<file path="src/rtl/bpc_pkg.sv">
// Package: constants, types and power-on values of the boost PWM block
package bpc_pkg;
    // Clock rates; the PWM tick divider follows from them
    localparam int unsigned CLK_HZ      = 25_000_000;
    localparam int unsigned PWM_CLK_HZ  = 125_000;
    localparam int unsigned TICK_CYCLES = CLK_HZ / PWM_CLK_HZ;
    localparam logic [7:0]  TICK_LAST   = 8'(TICK_CYCLES - 1);
    localparam int unsigned NUM_PORTS   = 5;
    typedef logic [7:0] bpc_byte_t;
    typedef logic [9:0] bpc_duty_t;
    typedef logic [NUM_PORTS-1:0][7:0] bpc_ports_t;
    // Register offsets
    localparam bpc_byte_t REG_PORT0    = 8'h00;
    localparam bpc_byte_t REG_PORT1    = 8'h01;
    localparam bpc_byte_t REG_PORT2    = 8'h02;
    localparam bpc_byte_t REG_PORT3    = 8'h03;
    localparam bpc_byte_t REG_PORT4    = 8'h04;
    localparam bpc_byte_t REG_GRP_ALL  = 8'h0a;
    localparam bpc_byte_t REG_GRP_LO   = 8'h0b;
    localparam bpc_byte_t REG_GRP_HI   = 8'h0c;
    localparam bpc_byte_t REG_PORT_IN  = 8'h0e;
    localparam bpc_byte_t REG_CFG      = 8'h10;
    localparam bpc_byte_t REG_FADE_OFF = 8'h11;
    localparam bpc_byte_t REG_FADE_ON  = 8'h12;
    localparam bpc_byte_t REG_CUR_SCL  = 8'h13;
    localparam bpc_byte_t REG_CUR_CEIL = 8'h15;
    localparam bpc_byte_t REG_DUTY_HI  = 8'h20;
    localparam bpc_byte_t REG_DUTY_LO  = 8'h21;
    localparam bpc_byte_t REG_STATUS   = 8'h22;
    // Power-on values
    localparam bpc_byte_t POR_PORT     = 8'hff;
    localparam bpc_byte_t POR_ZERO     = 8'h00;
    localparam bpc_byte_t POR_CUR_SCL  = 8'h03;
    localparam bpc_byte_t POR_CUR_CEIL = 8'h07;
    localparam bpc_byte_t POR_STATUS   = 8'h01;
    localparam bpc_byte_t DUTY_LO_MASK = 8'h03;
    // Serial address: upper five bits fixed, lower two from the strap pins
    localparam logic [4:0] I2C_ADDR_HI = 5'h1a;
    localparam logic [2:0] BIT_LAST    = 3'h7;
    // Synchroniser lanes
    localparam int SY_SCL = 0;
    localparam int SY_SDA = 1;
    localparam int SY_CLR = 2;
    localparam int SY_OVP = 3;
    localparam int SY_THM = 4;
    localparam int SY_ILM = 5;
    localparam int SY_SCH = 6;
    localparam int SY_AS0 = 7;
    localparam int SY_W   = 9;
    localparam logic [SY_W-1:0] SY_IDLE = 9'h007;

    typedef enum logic [2:0] {I2C_IDLE, I2C_ADDR, I2C_PTR, I2C_WR, I2C_RD}
        bpc_i2c_e;
    typedef struct packed {
        logic half_scale;
        logic por_on_clear;
        logic stagger;
        logic holdoff;
        logic fading_off;
        logic ramping_up;
        logic reset_run;
        logic run;
    } bpc_cfg_s;
    typedef struct packed {
        logic [2:0] rsvd;
        logic       schottky;
        logic       ilimit;
        logic       thermal;
        logic       ovp;
        logic       standby;
    } bpc_stat_s;
    typedef struct packed {
        logic [SY_W-1:0] s1, s2, s3, filt;
        bpc_i2c_e        phase;
        logic            ack_slot, rd_nack, sda_oe;
        logic [2:0]      bit_cnt;
        bpc_byte_t       shreg, tx, ptr;
        bpc_ports_t      port;
        bpc_cfg_s        cfg;
        bpc_byte_t       fade_off, fade_on, cur_scl, cur_ceil;
        bpc_byte_t       duty_hi, duty_lo;
        bpc_stat_s       stat;
        bpc_byte_t       div;
        bpc_duty_t       pwm_cnt;
        logic            boost_en;
    } bpc_state_s;

    // Load every control register with its power-on value
    function automatic bpc_state_s reg_por(input bpc_state_s s);
        bpc_state_s r;
        r = s;
        for (int i = 0; i < NUM_PORTS; i++) r.port[i] = POR_PORT;
        r.cfg      = bpc_cfg_s'(POR_ZERO);
        r.fade_off = POR_ZERO;
        r.fade_on  = POR_ZERO;
        r.cur_scl  = POR_CUR_SCL;
        r.cur_ceil = POR_CUR_CEIL;
        r.duty_hi  = POR_ZERO;
        r.duty_lo  = POR_ZERO;
        r.stat     = bpc_stat_s'(POR_STATUS);
        return r;
    endfunction : reg_por

    // Whole reset state; synchronisers start at the idle bus levels
    function automatic bpc_state_s init_state();
        bpc_state_s r;
        r      = '0;
        r.s1   = SY_IDLE;
        r.s2   = SY_IDLE;
        r.s3   = SY_IDLE;
        r.filt = SY_IDLE;
        return reg_por(r);
    endfunction : init_state
endpackage : bpc_pkg

</file>
<file path="src/rtl/bpc_boost_ctrl.sv">
// Boost PWM control, configuration and status registers behind I2C
//
// Contract
// - Power-up loads all control registers with defaults; device starts shut down.
// - Config D7 picks half (1) or full (0) boost current scale.
// - Config D6: clear input keeps registers (0) or restores defaults (1).
// - Config D5 staggers port PWM outputs when 1, in phase when 0.
// - Config D4 reads back 1 during hold-off, else 0.
// - Config D3 reads back 1 during fade-off, else 0.
// - Config D2 reads back 1 during ramp-up, else 0.
// - Config D1 lets the clear input start the device from shutdown.
// - Config D0 selects shutdown (0) or run (1); default 0.
// - All five port control registers reset to high impedance.
// - Config, fade-off and fade-on registers reset to zero.
// - Port current reset: ports 0,1 full, 2-4 half; ceiling maximal.
// - Both duty registers reset to zero; status resets with standby set.
// - Boost PWM uses a 10-bit counter stepped at 125 kHz.
// - Duty is setting over 1024; zero keeps converter off.
// - Upper duty register holds duty bits 9 to 2.
// - Lower duty register holds bits 1 and 0; upper six read zero.
// - Status D0 set forces standby; reserved D7-D5 read zero.
// - Status D1 flags boost output overvoltage.
// - Status D2 flags thermal shutdown.
// - Status D3 flags current limit.
// - Reading status clears latched faults; faults still present set again.
// - Converter off when run is 0, standby 1, or duty zero.
`timescale 1ns/1ps
module bpc_boost_ctrl (
    input  wire logic           clock_in,
    input  wire logic           nrst_in,
    input  wire logic           scl_in,
    input  wire logic           sda_in,
    input  wire logic           clear_n_in,
    input  wire logic [1:0]     addr_sel_in,
    input  wire logic           ovp_in,
    input  wire logic           thermal_in,
    input  wire logic           ilimit_in,
    input  wire logic           schottky_open_in,
    input  wire logic           holdoff_in,
    input  wire logic           fade_off_busy_in,
    input  wire logic           ramp_up_busy_in,
    output logic                sda_out,
    output logic                sda_oe_out,
    output bpc_pkg::bpc_ports_t port_ctrl_out,
    output bpc_pkg::bpc_cfg_s   cfg_out,
    output bpc_pkg::bpc_byte_t  fade_off_out,
    output bpc_pkg::bpc_byte_t  fade_on_out,
    output bpc_pkg::bpc_byte_t  cur_scale_out,
    output bpc_pkg::bpc_byte_t  cur_ceil_out,
    output logic                standby_out,
    output logic                boost_en_out
);
    import bpc_pkg::*;

    localparam bpc_state_s ST_RST = init_state();

    bpc_state_s      q;
    bpc_state_s      n;
    logic [SY_W-1:0] f;
    logic [SY_W-1:0] p;
    logic            scl_rise, scl_fall, start_c, stop_c;
    logic            clr_lvl, clr_evt, wr_en, rd_load, stat_rd;
    logic            tick, active;
    bpc_byte_t       wr_addr, wr_data;
    bpc_duty_t       duty;
    bpc_cfg_s        cfg_rd;

    // Read-back view of one register
    function automatic bpc_byte_t reg_read(input bpc_state_s s,
                                           input bpc_byte_t  a,
                                           input bpc_cfg_s   c);
        bpc_byte_t v;
        v = POR_ZERO;
        case (a)
            REG_PORT0, REG_PORT1, REG_PORT2, REG_PORT3, REG_PORT4:
                v = s.port[a[2:0]];
            REG_GRP_ALL, REG_GRP_LO, REG_GRP_HI: v = s.port[0];
            REG_CFG:      v = c;
            REG_FADE_OFF: v = s.fade_off;
            REG_FADE_ON:  v = s.fade_on;
            REG_CUR_SCL:  v = s.cur_scl;
            REG_CUR_CEIL: v = s.cur_ceil;
            REG_DUTY_HI:  v = s.duty_hi;
            REG_DUTY_LO:  v = s.duty_lo & DUTY_LO_MASK;
            REG_STATUS:   v = s.stat;
            default:      v = POR_ZERO;
        endcase
        return v;
    endfunction : reg_read

    // Auto-increment order; port, group and current-ceiling ends wrap to the config register; input port, duty-low and status hold
    function automatic bpc_byte_t next_ptr(input bpc_byte_t a);
        bpc_byte_t v;
        v = a + 8'h01;
        case (a)
            REG_PORT4, REG_GRP_ALL, REG_GRP_LO, REG_GRP_HI, REG_CUR_CEIL:
                v = REG_CFG;
            REG_PORT_IN, REG_DUTY_LO, REG_STATUS: v = a;
            default: v = a + 8'h01;
        endcase
        return v;
    endfunction : next_ptr

    // Next-state logic for the whole block
    always_comb begin
        n       = q;
        wr_en   = 1'b0;
        rd_load = 1'b0;
        stat_rd = 1'b0;
        wr_addr = POR_ZERO;
        wr_data = POR_ZERO;
        // Three-stage sampling; a lane moves once stages two and three agree
        n.s1 = {addr_sel_in, schottky_open_in, ilimit_in, thermal_in,
                ovp_in, clear_n_in, sda_in, scl_in};
        n.s2 = q.s1;
        n.s3 = q.s2;
        n.filt = (~(q.s2 ^ q.s3) & q.s2) | ((q.s2 ^ q.s3) & q.filt);
        f = n.filt;
        p = q.filt;
        scl_rise = ~p[SY_SCL] & f[SY_SCL];
        scl_fall = p[SY_SCL] & ~f[SY_SCL];
        start_c  = p[SY_SCL] & f[SY_SCL] & p[SY_SDA] & ~f[SY_SDA];
        stop_c   = p[SY_SCL] & f[SY_SCL] & ~p[SY_SDA] & f[SY_SDA];
        clr_lvl  = ~f[SY_CLR];
        clr_evt  = clr_lvl & p[SY_CLR];
        // ramp status shown live, never stored
        cfg_rd            = q.cfg;
        cfg_rd.holdoff    = holdoff_in;
        cfg_rd.fading_off = fade_off_busy_in;
        cfg_rd.ramping_up = ramp_up_busy_in;

        tick  = (q.div == TICK_LAST);
        n.div = tick ? POR_ZERO : q.div + 8'h01;
        if (tick) n.pwm_cnt = q.pwm_cnt + 10'h001;
        duty   = {q.duty_hi, q.duty_lo[1:0]};
        active = q.cfg.run & ~q.stat.standby & (duty != 10'h000)
                 & ~q.filt[SY_OVP] & ~q.filt[SY_THM];
        n.boost_en = active & (q.pwm_cnt < duty);

        // Serial slave; the clear input also resets the interface
        if (clr_lvl) begin
            n.phase    = I2C_IDLE;
            n.ack_slot = 1'b0;
            n.sda_oe   = 1'b0;
        end else if (start_c) begin
            // SCL fall after START is no bit: it closes a dummy ack slot
            n.phase    = I2C_ADDR;
            n.bit_cnt  = 3'h0;
            n.ack_slot = 1'b1;
            n.sda_oe   = 1'b0;
        end else if (stop_c) begin
            n.phase    = I2C_IDLE;
            n.ack_slot = 1'b0;
            n.sda_oe   = 1'b0;
        end else if (q.phase != I2C_IDLE && scl_rise) begin
            if (!q.ack_slot) n.shreg = {q.shreg[6:0], f[SY_SDA]};
            else n.rd_nack = f[SY_SDA];
        end else if (q.phase != I2C_IDLE && scl_fall) begin
            if (q.ack_slot) begin
                n.ack_slot = 1'b0;
                n.sda_oe   = 1'b0;
                n.bit_cnt  = 3'h0;
                if (q.phase == I2C_RD && q.rd_nack) begin
                    n.phase = I2C_IDLE;
                end else if (q.phase == I2C_RD) begin
                    // Capture before the fault flags are cleared
                    rd_load  = 1'b1;
                    n.tx     = reg_read(q, q.ptr, cfg_rd);
                    n.sda_oe = ~n.tx[7];
                    n.ptr    = next_ptr(q.ptr);
                    stat_rd  = (q.ptr == REG_STATUS);
                end
            end else if (q.bit_cnt != BIT_LAST) begin
                n.bit_cnt = q.bit_cnt + 3'h1;
                if (q.phase == I2C_RD) begin
                    n.tx     = {q.tx[6:0], 1'b0};
                    n.sda_oe = ~q.tx[6];
                end
            end else begin
                n.ack_slot = 1'b1;
                n.sda_oe   = 1'b1;
                unique case (q.phase)
                    I2C_ADDR: begin
                        if (q.shreg[7:1] == {I2C_ADDR_HI, f[SY_AS0+:2]}) begin
                            n.phase   = q.shreg[0] ? I2C_RD : I2C_PTR;
                            n.rd_nack = 1'b0;
                        end else begin
                            n.phase    = I2C_IDLE;
                            n.ack_slot = 1'b0;
                            n.sda_oe   = 1'b0;
                        end
                    end
                    I2C_PTR: begin
                        n.ptr   = q.shreg;
                        n.phase = I2C_WR;
                    end
                    I2C_WR: begin
                        wr_en   = 1'b1;
                        wr_addr = q.ptr;
                        wr_data = q.shreg;
                        n.ptr   = next_ptr(q.ptr);
                    end
                    // Master drives its own acknowledge after a read byte
                    I2C_RD: n.sda_oe = 1'b0;
                    default: begin
                        n.ack_slot = 1'b0;
                        n.sda_oe   = 1'b0;
                    end
                endcase
            end
        end

        // Register writes; unmapped offsets are acknowledged and dropped
        if (wr_en) begin
            case (wr_addr)
                REG_PORT0, REG_PORT1, REG_PORT2, REG_PORT3, REG_PORT4:
                    n.port[wr_addr[2:0]] = wr_data;
                REG_GRP_ALL: begin
                    for (int i = 0; i < NUM_PORTS; i++) n.port[i] = wr_data;
                end
                REG_GRP_LO: begin
                    n.port[0] = wr_data;
                    n.port[1] = wr_data;
                end
                REG_GRP_HI: begin
                    n.port[2] = wr_data;
                    n.port[3] = wr_data;
                    n.port[4] = wr_data;
                end
                // config write; status bits are not stored
                REG_CFG: begin
                    n.cfg            = bpc_cfg_s'(wr_data);
                    n.cfg.holdoff    = 1'b0;
                    n.cfg.fading_off = 1'b0;
                    n.cfg.ramping_up = 1'b0;
                end
                REG_FADE_OFF: n.fade_off = wr_data;
                REG_FADE_ON:  n.fade_on  = wr_data;
                REG_CUR_SCL:  n.cur_scl  = wr_data;
                REG_CUR_CEIL: n.cur_ceil = wr_data;
                REG_DUTY_HI:  n.duty_hi  = wr_data;
                // lower duty bits, reserved kept zero
                REG_DUTY_LO:  n.duty_lo  = wr_data & DUTY_LO_MASK;
                // standby bit is the only writable status bit
                REG_STATUS:   n.stat.standby = wr_data[0];
                default: ;
            endcase
        end

        if (clr_evt) begin
            if (q.cfg.por_on_clear) n = reg_por(n);
            if (q.cfg.reset_run) n.cfg.run = 1'b1;
        end
        // Overheating parks the converter and drops run mode
        if (f[SY_THM] & ~p[SY_THM]) begin
            n.stat.standby = 1'b1;
            n.cfg.run      = 1'b0;
        end
        // sticky faults; read clears, live fault wins
        n.stat.ovp      = (n.stat.ovp & ~stat_rd) | f[SY_OVP];
        n.stat.thermal  = (n.stat.thermal & ~stat_rd) | f[SY_THM];
        n.stat.ilimit   = (n.stat.ilimit & ~stat_rd) | f[SY_ILM];
        n.stat.schottky = (n.stat.schottky & ~stat_rd) | f[SY_SCH];
    end

    // state register, power-on values under reset
    always_ff @(posedge clock_in or negedge nrst_in) begin
        if (!nrst_in) q <= ST_RST;
        else q <= n;
    end

    // Outputs straight from the state register; sda_out is tied low
    assign sda_out       = 1'b0;
    assign sda_oe_out    = q.sda_oe;
    assign port_ctrl_out = q.port;
    assign cfg_out       = q.cfg;
    assign fade_off_out  = q.fade_off;
    assign fade_on_out   = q.fade_on;
    assign cur_scale_out = q.cur_scl;
    assign cur_ceil_out  = q.cur_ceil;
    assign standby_out   = q.stat.standby;
    assign boost_en_out  = q.boost_en;

    // Checks beside the logic they guard
    property p_por;
        @(posedge clock_in) disable iff (!nrst_in)
        !$past(nrst_in) |-> !cfg_out.run && standby_out
            && port_ctrl_out == {NUM_PORTS{POR_PORT}};
    endproperty
    a_por: assert property (p_por) else $error("bad power-on state");
    property p_cur_por;
        @(posedge clock_in) disable iff (!nrst_in)
        !$past(nrst_in) |-> cur_scale_out == POR_CUR_SCL
            && cur_ceil_out == POR_CUR_CEIL && fade_on_out == POR_ZERO;
    endproperty
    a_cur_por: assert property (p_cur_por) else $error("bad cur reset");
    property p_half;
        @(posedge clock_in) disable iff (!nrst_in)
        wr_en && wr_addr == REG_CFG && !clr_evt
            |=> cfg_out.half_scale == $past(wr_data[7]);
    endproperty
    a_half: assert property (p_half) else $error("scale not taken");
    property p_clr_keep;
        @(posedge clock_in) disable iff (!nrst_in)
        clr_evt && !q.cfg.por_on_clear && !wr_en |=> $stable(port_ctrl_out);
    endproperty
    a_clr_keep: assert property (p_clr_keep) else $error("clear lost");
    property p_run_clr;
        @(posedge clock_in) disable iff (!nrst_in)
        clr_evt && q.cfg.reset_run && !f[SY_THM] |=> cfg_out.run;
    endproperty
    a_run_clr: assert property (p_run_clr) else $error("no reset run");
    property p_duty_wr;
        @(posedge clock_in) disable iff (!nrst_in)
        wr_en && wr_addr == REG_DUTY_HI && !clr_evt
            |=> duty[9:2] == $past(wr_data);
    endproperty
    a_duty_wr: assert property (p_duty_wr) else $error("duty hi");
    property p_lsb;
        @(posedge clock_in) disable iff (!nrst_in)
        rd_load && q.ptr == REG_DUTY_LO |=> q.tx[7:2] == 6'h00;
    endproperty
    a_lsb: assert property (p_lsb) else $error("lsb reserved set");
    property p_tick;
        @(posedge clock_in) disable iff (!nrst_in)
        tick |=> !tick [*8] ##0 q.pwm_cnt == $past(q.pwm_cnt, 8) + 10'h001;
    endproperty
    a_tick: assert property (p_tick) else $error("pwm step wrong");
    property p_off;
        @(posedge clock_in) disable iff (!nrst_in)
        (!cfg_out.run || standby_out || duty == 10'h000)
            |=> !boost_en_out;
    endproperty
    a_off: assert property (p_off) else $error("boost on in off");
    property p_on;
        @(posedge clock_in) disable iff (!nrst_in)
        active && q.pwm_cnt < duty |=> boost_en_out;
    endproperty
    a_on: assert property (p_on) else $error("boost not on");
    property p_ovp;
        @(posedge clock_in) disable iff (!nrst_in)
        f[SY_OVP] |=> q.stat.ovp;
    endproperty
    a_ovp: assert property (p_ovp) else $error("ovp flag lost");
    property p_fault_rd;
        @(posedge clock_in) disable iff (!nrst_in)
        stat_rd |=> q.stat.ilimit == q.filt[SY_ILM]
            && q.stat.ovp == q.filt[SY_OVP];
    endproperty
    a_fault_rd: assert property (p_fault_rd) else $error("no clear");
endmodule : bpc_boost_ctrl

</file>
<file path="config.mk">
export PLATFORM = sky130hd
export DESIGN_NAME = bpc_boost_ctrl
export DESIGN_NICKNAME = d
export VERILOG_FILES = /design/src/rtl/bpc_pkg.sv /design/src/rtl/bpc_boost_ctrl.sv
export SDC_FILE = /design/constraint.sdc
export NUM_CORES = 1
export LEC_CHECK = 0
export BUFFER_PORTS_ARGS = -buffer_cell sky130_fd_sc_hd__buf_2
export CORE_ASPECT_RATIO = 0.75
export CORE_MARGIN = 4
export CORE_UTILIZATION = 25
export DETAILED_ROUTE_END_ITERATION = 8
export PLACE_DENSITY = 0.5
export SKIP_LAST_GASP = 1
export SLEW_MARGIN = 5
export SYNTH_ARGS = -nofsm -noshare
export SYNTH_HDL_FRONTEND = slang
export SYNTH_SLANG_ARGS = --single-unit
</file>
<file path="constraint.sdc">
create_clock -name clock_in -period 3.4 [get_ports clock_in]
set_input_delay 0.85 -clock clock_in [delete_from_list [all_inputs] [get_ports clock_in]]
set_output_delay 0.85 -clock clock_in [all_outputs]
set_load 0.02 [all_outputs]
</file>
==> qor.csv <==
stage;metric;value;unit
setup_path;startpoint types;register;
cells_and_area;Layout Nets;993;
floorplan;Die Height;179;um
clock_tree;hold_buf cts;0;
synthesis;Synth Net Count;982;
detailed_routing;DRC violations left;0;
grt;total grt overflow;0;
outcome;status;complete, no violations;
timing;Final min period;3.05;ns
timing;PnR worst setup slack;0.355;ns
cells_and_area;area delta synth->final;12.3;%
synthesis;Yosys top cell by area;dfrtp_1;
detailed_routing;highest metal used;met4;
synthesis;Mapped Avg Cell Area;10.2;um2
pwr;net switching power;1.14;mW
pwr;P_leak;4.84;nW
setup_path;launching point of the worst reg2reg path;q[143]$_DFFE_PN0P_;
timing;final worst path period share;0.896;
detailed_routing;vias per cell;5.00;
detailed_routing;Antenna Nets Post-Route;0;
clock_tree;CTS tree;done;
placed_design;HPWL after DPL;22.3;mm
detailed_routing;DR WL met3;2.79;mm
grt;vias in the first global route;7020;
floorplan;Cell Rows;62;
grt;GRT Util Overall;0.147;
placed_design;Port Buf Inserts;96;
timing;setup_tns;0;ns
pwr;Clock power frac;0.465;
detailed_routing;vias;7437;
cells_and_area;footprint of the multi-input gates;4140;um2
cells_and_area;share of post-route cells with drive strength above 1;0.266;
detailed_routing;drt first pass iters;5;
pwr;VDD IR max;0.257;mV
synthesis;Main synth FF type;dfrtp_1;
synthesis;post-synthesis sequential area ratio;0.477;
setup_path;Worst Setup End Kind;register;
detailed_routing;metal2 WL;11.9;mm
clock_tree;Clk Latency, worst-skew pair;0.46;ns
synthesis;Ys Warns;0;
setup_path;R2R Setup Slk;0.35;ns
job;max-cap viol count;0;
clock_tree;Reg clk slew, reported paths;0.08;ns
floorplan;core area;38300;um2
floorplan;die width;236;um
timing;Final Setup Violations;0;
placed_design;GPL Wtd Cong;0.918;
synthesis;post-synth top area share;0.320;
synthesis;cell count after synthesis;951;
clock_tree;Clock Sinks;182;
synthesis;Synth Register Bits;182;
pwr;sequential fraction of design power;0.495;
placed_design;pre-CTS WS;0.356;ns
cells_and_area;fillers;4081;
synthesis;cell area after synthesis;9710;um2
detailed_routing;final wirelength;30.8;mm
detailed_routing;drt wl/cell;20.7;um
setup_path;WP data arrival;3.39;ns
timing;Slew @ Worst Pin;0.815;ns
cells_and_area;FF/Latch Area;4630;um2
timing;Fin. Hold Viols;0;
pwr;internal power;3.38;mW
setup_path;reg2reg path depth;6;
clock_tree;post-CTS setup buffer count;0;
synthesis;fraction of registers with async set/reset;1.00;
clock_tree;Longest Clk Path Bufs;2;
timing;fmax;0.328;GHz
timing;RSZ-0062 raised after global routing;false;
cells_and_area;most common cell after layout, fill and taps aside;dfrtp_1;
grt;initial antenna violation count;0;
timing;Final Max Tran Viols;0;
worst_hold_path;HP Class;reg2reg;
setup_path;Crit path required time;3.75;ns
timing;max_slew headroom;0.449;
setup_path;crit-path max FO;11;
pwr;PD cells;415;nW/um2
timing;Clock Skew;0.0136;ns
synthesis;Synth area leaders;dfrtp_1 (32%), dfstp_2 (16%), mux2i_1 (8.6%);
floorplan;Initial Utilization;0.253;
clock_tree;# resized after CTS;0;
setup_path;kind of critical path;reg2reg;
synthesis;Post-synth EDFFs;0;
setup_path;capture point of the worst reg-to-reg path;q[151]$_DFFE_PN0P_;
detailed_routing;M1 WL;15.6;mm
pwr;power share of the combinational group;0.040;
cells_and_area;commonest cells after routing, fill and taps aside;dfrtp_1 (124), nand2_1 (105), buf_2 (95);
clock_tree;htree depth;4;
setup_path;Worst Setup EP;q[151]$_DFFE_PN0P_;
synthesis;Unique masters post-synth;81;
floorplan;Die Area;42100;um2
grt;largest net degree at the start of global routing;73;
floorplan;total I/O pin count;98;
pwr;Net Sw Frac;0.252;
setup_path;Critical Path Start;q[143]$_DFFE_PN0P_;
clock_tree;CTS Buf Count;17;
detailed_routing;initial drt markers;832;
cells_and_area;# diodes;0;
clock_tree;root buffer cell;clkbuf_16;
grt;first-pass GRT wire length;46.6;mm
[critical path: stages, from the launching register on]
cell and delay (ns):
dfrtp_1 0.73, inv_1 0.26, or4_1 0.57, nor4b_1 0.70
and2_1 0.28, a41oi_1 0.12, mux2_2 0.27
[power by group through the flow]
stage | Combinational [mW] | Sequential, mW | Clock [mW]
floorplan | 0.0864 | 2.27 | 0
global placement | 0.181 | 2.28 | 0
detailed placement | 0.183 | 2.28 | 0
CTS | 0.183 | 2.24 | 2.17
global route | 0.201 | 2.24 | 2.25
finish | 0.180 | 2.24 | 2.11
[layer usage]
metal,global-route usage,vias to the layer above
met1,0.234,3741
met2,0.188,342
met4,0.0430,0
li1,-,3325
met5,0,-
met3,0.0408,29
[flip-flops by register name (all words and copies together), names as in the netlist]
name,count
boost_en_out,1
cfg_out,8
cur_ceil_out,8
cur_scale_out,8
duty,10
fade_off_out,8
fade_on_out,8
p,9
port_ctrl_out,40
q,80
sda_oe_out,1
standby_out,1
[synthesized netlist by cell type (all sizes together), types with 7 or more instances]
cell type,instances
a21oi,41
a221o,11
nor2,72
clkbuf,39
a21o,11
mux2,9
inv,26
dfrtp,124
nand3,23
maj3,7
nand4,11
ha,17
o21ai,34
dfstp,58
buf,99
nor3,15
and3,8
nor2b,8
o22ai,12
xnor2,8
nand2,105
a22oi,15
mux2i,83
xor2,7
nor3b,9
[how the worst min path moves through the flow]
stage                startpoint          endpoint  slack (ns)  cells past startpoint
2_1_floorplan  q[186]$_DFF_PN0_  q[177]$_DFF_PN0_        0.33                      0
3_3_place_gp   q[189]$_DFF_PN0_  q[180]$_DFF_PN0_        0.33                      0
3_5_place_dp   q[189]$_DFF_PN0_  q[180]$_DFF_PN0_        0.34                      0
4_1_cts        q[189]$_DFF_PN0_  q[180]$_DFF_PN0_        0.35                      0
5_1_grt        q[183]$_DFF_PN1_  q[174]$_DFF_PN1_        0.36                      0
6_report       q[189]$_DFF_PN0_  q[180]$_DFF_PN0_        0.35                      0
[metrics by stage]
stage	hold slack, ns	util	area [um2]	power, mW	std cells
2_1_floorplan	0.331	-	9710	2.36	951
3_3_place_gp	0.334	0.268	10300	2.46	1455
3_5_place_dp	0.336	0.268	10300	2.46	1455
4_1_cts	0.351	0.284	10900	4.59	1487
5_1_grt	0.357	0.284	10900	4.70	1487
6_report	0.351	0.284	10900	4.52	1487
[final cells by class]
type                       instances  area share
clock inverter                    15      0.0173
sequential                       182       0.425
inverter                          26     0.00896
clock buffer                      17      0.0390
tap                              512      0.0588
timing repair buffer             130      0.0718
multi-input combinational        605       0.380
[cells by family (layout without fill, tap and decap cells)]
| kind of cell | after synthesis | after routing | synth area share |
|---|---|---|---|
| adder cells (fa/ha/maj) | 24 | 24 | 0.0291 |
| multiplexers | 94 | 94 | 0.101 |
| other | 1 | 1 | 0.000386 |
| buffers and inverters | 164 | 188 | 0.0977 |
| AND/OR/NAND/NOR | 285 | 285 | 0.148 |
| XOR/XNOR | 15 | 15 | 0.0135 |
| AO/OA/AOI/OAI | 186 | 186 | 0.134 |
| flip-flops | 182 | 182 | 0.477 |
Power figures use the tool's default switching activity.
